File: src/aicc_map.vh
`ifndef AICC_MAP_VH
`define AICC_MAP_VH

// ------------------------------------------------------------
// register byte addresses (word aligned)
// ------------------------------------------------------------
`define AICC_ADDR_START_CHAN   6'h00
`define AICC_ADDR_SRC_REF_CLK  6'h04
`define AICC_ADDR_PIN_EN       6'h08
`define AICC_ADDR_RES_HIGH     6'h0C
`define AICC_ADDR_RES_LOW      6'h10
`define AICC_ADDR_INT_STATUS   6'h14
`define AICC_ADDR_INT_MASK     6'h18
`define AICC_ADDR_ANA_RESULT   6'h1C

// ------------------------------------------------------------
// field positions
// ------------------------------------------------------------
`define AICC_START_BIT      7
`define AICC_BUSY_BIT       6
`define AICC_CONV_EN_BIT    5
`define AICC_FORMAT_BIT     4
`define AICC_CHAN_MSB       3
`define AICC_SRC_MSB        7
`define AICC_SRC_LSB        5
`define AICC_REF_MSB        4
`define AICC_REF_LSB        3
`define AICC_DIV_MSB        2

// ------------------------------------------------------------
// encodings, reset values, timing
// ------------------------------------------------------------
`define AICC_SRC_BANDGAP    3'h1
`define AICC_SRC_GND_A      3'h2
`define AICC_SRC_PROTECT    3'h3
`define AICC_SRC_GND_B      3'h4
`define AICC_REF_SUPPLY     2'h1
`define AICC_RESET_BYTE     8'h00
`define AICC_SAMPLE_CYCLES  5'h04
`define AICC_TOTAL_CYCLES   5'h10
`define AICC_ROUTE_NONE     2'h0
`define AICC_ROUTE_EXT      2'h1
`define AICC_ROUTE_INT      2'h2
`define AICC_ROUTE_GND      2'h3

`endif

File: src/aicc_adc_ctrl.v
// Implementation choices: the Wishbone slave port and the address map.
`timescale 1ns/1ps
`include "aicc_map.vh"

// How it works
// RULE1: source codes 000,101-111 external; 001 bandgap; 011 protect; 010,100 ground.
// RULE2: software sets channel top bit whenever an internal source is chosen.
// RULE3: channel values 0-7 route that pin; top bit set leaves input floating.
// RULE4: reference code 01 picks supply; all other codes pick reference pin.
// RULE5: software enables reference pin function only for the pin reference.
// RULE6: conversion clock is system clock divided by two to the select.
// RULE7: software keeps conversion clock between 500 kHz and 1 MHz.
// RULE8: each set pin enable bit makes its pin an analog input.
// RULE9: set enable drops the pin's own function and its pull-high.
// RULE10: set enable overrides the port direction control.
// RULE11: start is a full low-high-low pulse on the start bit.
// RULE12: busy sets when a conversion starts, clears when it ends.
// RULE13: end of conversion sets request flag; interrupt when enabled.
// RULE14: with interrupt off, software polls busy until clear.
// RULE15: sixteen conversion clocks: four sampling then twelve converting.
// RULE16: result left aligned when format 0, right aligned when 1.
// RULE17: converter disabled keeps results unchanged and halts conversion.
// RULE18: start while busy restarts sampling and resets the prescaler.
module aicc_adc_ctrl (
	input  wire        clk,
	input  wire        rst_n,
	// wishbone classic slave
	input  wire        wb_cyc_i,
	input  wire        wb_stb_i,
	input  wire        wb_we_i,
	input  wire [5:0]  wb_adr_i,
	input  wire [3:0]  wb_sel_i,
	input  wire [31:0] wb_dat_i,
	output reg  [31:0] wb_dat_o,
	output reg         wb_ack_o,
	output reg         wb_err_o,
	// pin side
	input  wire [7:0]  port_dir_in,
	input  wire [7:0]  port_pull_en,
	input  wire [11:0] analog_code,
	output reg  [7:0]  analog_pin_en,
	output reg  [7:0]  pin_dir_out,
	output reg  [7:0]  pin_pull_en,
	output reg  [7:0]  pin_digital_en,
	output reg  [7:0]  chan_route,
	output reg  [1:0]  route_kind,
	output reg         bandgap_sel,
	output reg         protect_sel,
	output reg         ref_supply_sel,
	output reg         converter_power,
	output reg         sample_hold,
	output reg         irq
);
	// --------------------------------------------------------
	// state and registers
	// --------------------------------------------------------
	localparam ST_IDLE   = 2'd0;
	localparam ST_SAMPLE = 2'd1;
	localparam ST_CONV   = 2'd2;

	reg [7:0]  start_chan_reg;
	reg [7:0]  src_ref_clk_reg;
	reg [7:0]  pin_en_reg;
	reg [7:0]  int_status_reg;
	reg [7:0]  int_mask_reg;
	reg [11:0] result_reg;
	reg [1:0]  state_reg;
	reg [4:0]  tick_cnt_reg;
	reg        start_armed_reg;

	wire       tick;
	wire [1:0] rt_kind;
	wire [7:0] rt_chan;
	wire       rt_bg;
	wire       rt_pr;
	wire       rt_ref;

	wire conv_en    = start_chan_reg[`AICC_CONV_EN_BIT];
	wire start_bit  = start_chan_reg[`AICC_START_BIT];
	wire fmt_right  = start_chan_reg[`AICC_FORMAT_BIT];
	wire busy       = (state_reg != ST_IDLE);
	wire bus_req    = wb_cyc_i && wb_stb_i && !wb_ack_o && !wb_err_o;
	// writes land at the ack edge, while the master still holds the cycle
	wire wr_lo      = wb_cyc_i && wb_stb_i && wb_ack_o && wb_we_i &&
		wb_sel_i[0];

	// --------------------------------------------------------
	// helpers
	// --------------------------------------------------------
	// result byte image for either alignment
	function [7:0] fmt_byte;
		input [11:0] res;
		input        right;
		input        high;
		begin
			if (right)
				fmt_byte = high ? {4'h0, res[11:8]} : res[7:0];
			else
				fmt_byte = high ? res[11:4] : {res[3:0], 4'h0};
		end
	endfunction // RULE16

	function known_addr;
		input [5:0] a;
		begin
			known_addr = (a == `AICC_ADDR_START_CHAN) ||
				(a == `AICC_ADDR_SRC_REF_CLK) ||
				(a == `AICC_ADDR_PIN_EN) ||
				(a == `AICC_ADDR_RES_HIGH) ||
				(a == `AICC_ADDR_RES_LOW) ||
				(a == `AICC_ADDR_INT_STATUS) ||
				(a == `AICC_ADDR_INT_MASK) ||
				(a == `AICC_ADDR_ANA_RESULT);
		end
	endfunction

	// --------------------------------------------------------
	// start pulse detection
	// --------------------------------------------------------
	// a conversion fires on the falling write of start, only after a
	// rising one was seen, so a lone clear does nothing
	wire start_wr   = wr_lo && (wb_adr_i == `AICC_ADDR_START_CHAN);
	wire start_new  = wb_dat_i[`AICC_START_BIT];
	wire start_fire = start_wr && start_bit && !start_new &&
		start_armed_reg && conv_en && wb_dat_i[`AICC_CONV_EN_BIT]; // RULE11

	always @(posedge clk) begin
		if (!rst_n)
			start_armed_reg <= 1'b0;
		else if (start_wr)
			start_armed_reg <= !start_bit && start_new; // RULE11
		else if (!conv_en)
			start_armed_reg <= 1'b0;
	end

	// --------------------------------------------------------
	// submodules
	// --------------------------------------------------------
	aicc_prescaler #(
		.CNT_W(7)
	) u_presc (
		.clk     (clk),
		.rst_n   (rst_n),
		.restart (start_fire || !busy),
		.div_sel (src_ref_clk_reg[`AICC_DIV_MSB:0]),
		.tick    (tick)
	); // RULE18

	aicc_input_route u_route (
		.clk             (clk),
		.rst_n           (rst_n),
		.src_sel         (src_ref_clk_reg[`AICC_SRC_MSB:`AICC_SRC_LSB]),
		.chan_sel        (start_chan_reg[`AICC_CHAN_MSB:0]),
		.ref_sel         (src_ref_clk_reg[`AICC_REF_MSB:`AICC_REF_LSB]),
		.route_kind      (rt_kind),
		.chan_onehot     (rt_chan),
		.int_bandgap_sel (rt_bg),
		.int_protect_sel (rt_pr),
		.ref_supply_sel  (rt_ref)
	);

	// --------------------------------------------------------
	// conversion sequencer
	// --------------------------------------------------------
	// count conversion-clock ticks; four sample then up to sixteen
	wire conv_done = (state_reg == ST_CONV) && tick &&
		(tick_cnt_reg == `AICC_TOTAL_CYCLES - 5'h01);

	always @(posedge clk) begin
		if (!rst_n) begin
			state_reg    <= ST_IDLE;
			tick_cnt_reg <= 5'h00;
			result_reg   <= 12'h000;
		end else if (!conv_en) begin
			state_reg    <= ST_IDLE; // RULE17
			tick_cnt_reg <= 5'h00;
		end else if (start_fire) begin
			state_reg    <= ST_SAMPLE; // RULE12 RULE18
			tick_cnt_reg <= 5'h00;
		end else begin
			case (state_reg)
			ST_IDLE: begin
				tick_cnt_reg <= 5'h00;
			end
			ST_SAMPLE: begin
				if (tick) begin
					tick_cnt_reg <= tick_cnt_reg + 5'h01;
					if (tick_cnt_reg == `AICC_SAMPLE_CYCLES - 5'h01)
						state_reg <= ST_CONV; // RULE15
				end
			end
			ST_CONV: begin
				if (tick) begin
					tick_cnt_reg <= tick_cnt_reg + 5'h01;
					if (conv_done) begin
						state_reg  <= ST_IDLE; // RULE12 RULE15
						result_reg <= analog_code;
					end
				end
			end
			default: begin
				state_reg <= ST_IDLE;
			end
			endcase
		end
	end

	// --------------------------------------------------------
	// register writes
	// --------------------------------------------------------
	// busy is reflected live on read, so the stored bit is written but never read back
	always @(posedge clk) begin
		if (!rst_n) begin
			start_chan_reg  <= `AICC_RESET_BYTE;
			src_ref_clk_reg <= `AICC_RESET_BYTE;
			pin_en_reg      <= `AICC_RESET_BYTE;
			int_mask_reg    <= `AICC_RESET_BYTE;
		end else if (wr_lo) begin
			case (wb_adr_i)
			`AICC_ADDR_START_CHAN:  start_chan_reg  <= wb_dat_i[7:0];
			`AICC_ADDR_SRC_REF_CLK: src_ref_clk_reg <= wb_dat_i[7:0];
			`AICC_ADDR_PIN_EN:      pin_en_reg      <= wb_dat_i[7:0];
			`AICC_ADDR_INT_MASK:    int_mask_reg    <= wb_dat_i[7:0];
			default: begin
			end
			endcase
		end
	end

	// --------------------------------------------------------
	// interrupt status
	// --------------------------------------------------------
	// bit 0 is end of conversion; a read clears it, but a completion
	// in the same cycle as the read wins so no event is lost
	wire stat_rd = bus_req && !wb_we_i &&
		(wb_adr_i == `AICC_ADDR_INT_STATUS);

	always @(posedge clk) begin
		if (!rst_n)
			int_status_reg <= `AICC_RESET_BYTE;
		else if (conv_done && conv_en)
			int_status_reg <= int_status_reg | 8'h01; // RULE13
		else if (stat_rd)
			int_status_reg <= `AICC_RESET_BYTE;
	end

	// --------------------------------------------------------
	// bus answer: one wait state, ack one cycle after request
	// --------------------------------------------------------
	always @(posedge clk) begin
		if (!rst_n) begin
			wb_ack_o <= 1'b0;
			wb_err_o <= 1'b0;
			wb_dat_o <= 32'h0000_0000;
		end else begin
			wb_ack_o <= bus_req && known_addr(wb_adr_i);
			wb_err_o <= bus_req && !known_addr(wb_adr_i);
			wb_dat_o <= 32'h0000_0000;
			if (bus_req && !wb_we_i) begin
				case (wb_adr_i)
				`AICC_ADDR_START_CHAN:
					wb_dat_o[7:0] <= {start_chan_reg[7], busy,
						start_chan_reg[5:0]}; // RULE12
				`AICC_ADDR_SRC_REF_CLK: wb_dat_o[7:0] <= src_ref_clk_reg;
				`AICC_ADDR_PIN_EN:      wb_dat_o[7:0] <= pin_en_reg;
				`AICC_ADDR_RES_HIGH:
					wb_dat_o[7:0] <= fmt_byte(result_reg, fmt_right,
						1'b1); // RULE16
				`AICC_ADDR_RES_LOW:
					wb_dat_o[7:0] <= fmt_byte(result_reg, fmt_right,
						1'b0); // RULE16
				`AICC_ADDR_INT_STATUS:  wb_dat_o[7:0] <= int_status_reg;
				`AICC_ADDR_INT_MASK:    wb_dat_o[7:0] <= int_mask_reg;
				`AICC_ADDR_ANA_RESULT:  wb_dat_o[11:0] <= result_reg;
				default: begin
				end
				endcase
			end
		end
	end

	// --------------------------------------------------------
	// pin and analog outputs
	// --------------------------------------------------------
	// analog enable wins over direction, pull-high and digital path
	always @(posedge clk) begin
		if (!rst_n) begin
			analog_pin_en   <= 8'h00;
			pin_dir_out     <= 8'h00;
			pin_pull_en     <= 8'h00;
			pin_digital_en  <= 8'hFF;
			chan_route      <= 8'h00;
			route_kind      <= `AICC_ROUTE_NONE;
			bandgap_sel     <= 1'b0;
			protect_sel     <= 1'b0;
			ref_supply_sel  <= 1'b0;
			converter_power <= 1'b0;
			sample_hold     <= 1'b0;
			irq             <= 1'b0;
		end else begin
			analog_pin_en   <= pin_en_reg; // RULE8
			pin_dir_out     <= port_dir_in & ~pin_en_reg; // RULE10
			pin_pull_en     <= port_pull_en & ~pin_en_reg; // RULE9
			pin_digital_en  <= ~pin_en_reg; // RULE9
			chan_route      <= (rt_kind == `AICC_ROUTE_EXT) ?
				rt_chan : 8'h00; // RULE3
			route_kind      <= rt_kind;
			bandgap_sel     <= rt_bg; // RULE1
			protect_sel     <= rt_pr; // RULE1
			ref_supply_sel  <= rt_ref; // RULE4
			converter_power <= conv_en;
			sample_hold     <= (state_reg == ST_SAMPLE);
			irq             <= |(int_status_reg & int_mask_reg); // RULE13
		end
	end
endmodule

File: src/aicc_prescaler.v
`timescale 1ns/1ps
`include "aicc_map.vh"

// ------------------------------------------------------------
// conversion clock enable: one tick every 2**div_sel clocks
// ------------------------------------------------------------
module aicc_prescaler #(
	parameter CNT_W = 7
) (
	input  wire       clk,
	input  wire       rst_n,
	input  wire       restart,
	input  wire [2:0] div_sel,
	output reg        tick
);
	reg [CNT_W-1:0] cnt_reg;
	wire [CNT_W-1:0] limit;

	// terminal count is 2**sel - 1; sel of zero ticks every clock
	assign limit = ({{(CNT_W-1){1'b0}}, 1'b1} << div_sel) - 1'b1;

	// restart clears the count so a new sample phase is full length
	always @(posedge clk) begin
		if (!rst_n || restart) begin
			cnt_reg <= {CNT_W{1'b0}};
			tick    <= 1'b0;
		end else if (cnt_reg >= limit) begin
			cnt_reg <= {CNT_W{1'b0}};
			tick    <= 1'b1; // RULE6
		end else begin
			cnt_reg <= cnt_reg + 1'b1;
			tick    <= 1'b0;
		end
	end
endmodule

File: src/aicc_input_route.v
`timescale 1ns/1ps
`include "aicc_map.vh"

// ------------------------------------------------------------
// source and reference decode, registered
// ------------------------------------------------------------
module aicc_input_route (
	input  wire       clk,
	input  wire       rst_n,
	input  wire [2:0] src_sel,
	input  wire [3:0] chan_sel,
	input  wire [1:0] ref_sel,
	output reg  [1:0] route_kind,
	output reg  [7:0] chan_onehot,
	output reg        int_bandgap_sel,
	output reg        int_protect_sel,
	output reg        ref_supply_sel
);
	reg       ext_src;
	reg [7:0] chan_dec;

	// external codes are everything but bandgap, protect and ground
	always @* begin
		ext_src  = !(src_sel == `AICC_SRC_BANDGAP ||
			src_sel == `AICC_SRC_PROTECT ||
			src_sel == `AICC_SRC_GND_A ||
			src_sel == `AICC_SRC_GND_B); // RULE1
		chan_dec = 8'h00;
		if (!chan_sel[`AICC_CHAN_MSB])
			chan_dec[chan_sel[2:0]] = 1'b1; // RULE3
	end

	always @(posedge clk) begin
		if (!rst_n) begin
			route_kind      <= `AICC_ROUTE_EXT;
			chan_onehot     <= 8'h01;
			int_bandgap_sel <= 1'b0;
			int_protect_sel <= 1'b0;
			ref_supply_sel  <= 1'b0;
		end else begin
			// internal sources still decode a channel onto chan_onehot if software
			// leaves the channel top bit clear; the top level masks it off chan_route
			chan_onehot     <= chan_dec; // RULE3
			int_bandgap_sel <= (src_sel == `AICC_SRC_BANDGAP); // RULE1
			int_protect_sel <= (src_sel == `AICC_SRC_PROTECT); // RULE1
			ref_supply_sel  <= (ref_sel == `AICC_REF_SUPPLY); // RULE4
			if (ext_src)
				route_kind <= chan_sel[`AICC_CHAN_MSB] ?
					`AICC_ROUTE_NONE : `AICC_ROUTE_EXT; // RULE3
			else if (src_sel == `AICC_SRC_BANDGAP ||
				src_sel == `AICC_SRC_PROTECT)
				route_kind <= `AICC_ROUTE_INT;
			else
				route_kind <= `AICC_ROUTE_GND; // RULE1
		end
	end
endmodule

File: config.mk
export PLATFORM = sky130hd
export DESIGN_NAME = aicc_adc_ctrl
export DESIGN_NICKNAME = d
export VERILOG_FILES = /design/src/aicc_adc_ctrl.v /design/src/aicc_prescaler.v /design/src/aicc_input_route.v
export VERILOG_INCLUDE_DIRS = /design/src
export SDC_FILE = /design/constraint.sdc
export NUM_CORES = 1
export LEC_CHECK = 0
export BUFFER_PORTS_ARGS = -buffer_cell sky130_fd_sc_hd__buf_2
export CAP_MARGIN = 20
export CORE_MARGIN = 4
export CORE_UTILIZATION = 40
export CTS_BUF_LIST = sky130_fd_sc_hd__clkbuf_4 sky130_fd_sc_hd__clkbuf_8
export DETAILED_ROUTE_END_ITERATION = 8
export SLEW_MARGIN = 10
export SYNTH_ARGS = -nofsm -noshare
export SYNTH_HDL_FRONTEND = slang
export SYNTH_HIERARCHICAL = 1
export SYNTH_SLANG_ARGS = --single-unit
File: constraint.sdc
create_clock -name clk -period 3.5 [get_ports clk]
set_input_delay 0.525 -clock clk [delete_from_list [all_inputs] [get_ports clk]]
set_output_delay 0.525 -clock clk [all_outputs]
set_load 0.05 [all_outputs]
==> flow_summary.yaml <==
floorplanning:
  die_x_um: 126
  core_um2: 13400
  die-area_um2: 15800
  die_h_um: 126
  rows: 42
  io_pins: 157
  start_util_pct: 41.4
placed_design:
  placement.io_buffers: 109
  place.gp.congestion: 0.884
  place_area_um2: 6160
  hpwlAfterDp_mm: 9.68
drt:
  routed-wl-met2_mm: 5.91
  firstDrtPassIters: 7
  wl_met3_mm: 1.07
  routed.top_layer: "met4"
  vias: 4252
  drc: 0
  final_antenna_net_count: 0
  drt-vias-per-instance: 5.09
  avgRoutedWirePerCell_um: 15.7
  met1Wirelength_mm: 5.87
  drtIter0Drc: 323
  routed_wirelength_mm: 13.1
global_routing:
  grt_pass1_wl_mm: 21.3
  grt_max_degree: 98
  overflow: 0
  grtUsageTotal_pct: 16.8
  first_global_vias: 4115
  antenna_found_initial: 0
critical_path:
  cp-end-kind: "flip-flop"
  reg2reg_depth: 10
  crit_path_max_fanout: 10
  cp-start-kind: "flip-flop"
  critPathRequiredTime_ns: 3.86
  cp.arrival_ns: 3.10
  path_buf_inv: 0
  crit_path_start: "src_ref_clk_reg[2]"
  cp_top_family: "simple AND/OR/NAND/NOR gates"
  path_cells: "or3_1, ha_1, nor3_1, a21oi_1, o21a_1, ha_1, a211o_1, a21oi_4, o31ai_4, nor3_1"
  slowest_delay_ns: 0.43
  slowest_stage: "or3_1"
  cp.depth: 10
  r2r-start: "src_ref_clk_reg[2]"
  crit_type: "reg2reg"
logic_synthesis:
  synth_area_um2: 5550
  ys_ff_latch: 135
  ys_types: 59
  synthCells: 543
  syn_area_per_cell_um2: 10.2
  seq_area_frac_synth_pct: 48.7
  synth-edff-count: 0
  yosysWarnings: 6
  synth_ff_type: "dfxtp_1"
  async_flop_share_pct: 0
clocking:
  cts_buffers: 17
  cts_resized: 0
  clk_pin_slew_ns: 0.07
  root_buffer: "clkbuf_8"
  cts_htree_levels: 4
  clock_sinks: 135
  hold_buffers: 0
  clock_latency_ns: 0.45
  cts_setup_buffers: 0
  cts_tree: "yes"
  cts_buffer_depth: 2
sta:
  skew_ns: 0.00883
  fin_setup_tns_ns: 0
  min_period_over_period_pct: 78.2
  slew_headroom_pct: 54.8
  min_period_ns: 2.74
  rsz0062_at_grt: "false"
  tightest_slew_ns: 0.676
  setup_violations: 0
  hold_viol: 0
  timing.hold.ws_ns: 0.320
  fmax_ghz: 0.365
  maxSlewViolCount: 0
run:
  drv_cap: 0
power_and_ir_drop:
  pwr-share-comb_pct: 6.4
  leakage_nw: 2.93
  p_clk_share_pct: 43.1
  switchingPower_uw: 740
  power_density_nw_per_um2: 467
  p_seq_share_pct: 50.5
  swShare_pct: 24.1
  peakVddDrop_mv: 0.295
  internal_power_mw: 2.33
status:
  status: "completed"
hold_path:
  hp-start: "port_pull_en[3]"
  hold_depth: 2
  hold_class: "in2reg"
cells_and_area:
  syn_to_final_growth_pct: 18.6
  fin_area_um2: 6580
  antenna_cells: 0
  final_cell_mix: "135 x dfxtp_1, 109 x buf_2, 49 x mux2i_1, 47 x nand2_1, 38 x nor2b_1"
  fin_util_pct: 49.1
  final_common_cell: "dfxtp_1"
  nets: 738
  num-fill-cells: 1273
  drive_above_1_share_pct: 24.7
cell type report:
type / count / area, um^2 / area share, %
Tap cell: 176 / 220 / 3.35
Inverter: 16 / 60.1 / 0.913
Clock buffer: 19 / 262 / 3.98
Timing Repair Buffer: 111 / 573 / 8.71
Multi-Input combinational cell: 368 / 2610 / 39.6
Clock inverter: 11 / 151 / 2.30
Sequential cell: 135 / 2700 / 41.1
worst reg2reg max path, cell delays in order (launching register included):
cell and delay (ns):
dfxtp_1 0.39, or3_1 0.43, ha_1 0.28, nor3_1 0.21, a21oi_1 0.06, o21a_1 0.18
ha_1 0.32, a211o_1 0.30, a21oi_4 0.15, o31ai_4 0.13, nor3_1 0.20
synth_stat cells, drive strengths merged (3+ instances only):
library cell / instances / share of area, %
a21boi: 4 / 0.54
nor3: 19 / 2.0
or3: 4 / 0.45
and3b: 17 / 2.7
inv: 16 / 1.1
buf: 30 / 3.6
ha: 14 / 3.2
a31oi: 5 / 0.56
nand2b: 6 / 0.68
mux2i: 49 / 8.8
nand2: 47 / 3.2
a21oi: 14 / 1.5
mux2: 6 / 1.2
clkbuf: 13 / 0.88
o21ai: 6 / 0.54
o21a: 3 / 0.41
nand4: 9 / 1.6
nand3: 10 / 0.90
or3b: 3 / 0.47
a222oi: 7 / 1.3
and3: 5 / 0.56
nor2b: 38 / 4.3
o41ai: 3 / 0.81
dfxtp: 135 / 49
xor2: 4 / 0.63
a221oi: 4 / 0.63
nor4: 3 / 0.72
and2: 19 / 2.1
and4: 3 / 0.47
nor2: 23 / 1.6
a22oi: 4 / 0.54
path summary, 6_finish.rpt:
check	to	slack (ns)
max	u_presc/cnt_reg[4]	0.76
min	pin_pull_en[3]	0.32
max reg2reg	u_presc/cnt_reg[4]	0.76
min reg2reg	chan_route[3]	0.43
cells by family after synthesis:
logic type / count (synthesis) / synth area share, %
xor+xnor: 6 / 0.948
mux: 55 / 10.1
flops: 135 / 48.7
other cells: 1 / 0.0676
buf+inv: 59 / 5.53
compound gates: 59 / 8.48
simple gates: 214 / 23.0
fa+ha+maj: 14 / 3.16
metal layers:
| layer | track usage [%] | up-vias |
|---|---|---|
| li1 | - | 2088 |
| met1 | 21.7 | 1970 |
| met2 | 26.2 | 170 |
| met3 | 5.08 | 24 |
| met4 | 6.94 | 0 |
| met5 | 0 | - |
power by group through the flow:
stage | clock network (mW) | registers, mW | logic (mW)
2_1_floorplan | 0 | 1.63 | 0.112
3_5_place_dp | 0 | 1.59 | 0.197
4_1_cts | 1.37 | 1.55 | 0.198
5_1_grt | 1.43 | 1.55 | 0.210
3_3_place_gp | 0 | 1.58 | 0.195
6_report | 1.32 | 1.55 | 0.197
metrics by stage:
step / power, mW / instances / setup WS (ns)
2_1_floorplan: 1.74 / 562 / 0.982
3_5_place_dp: 1.78 / 806 / 0.783
3_3_place_gp: 1.78 / 806 / 0.859
4_1_cts: 3.11 / 836 / 0.746
5_1_grt: 3.19 / 836 / 0.575
6_report: 3.07 / 836 / 0.762
Power figures use the tool's default switching activity.
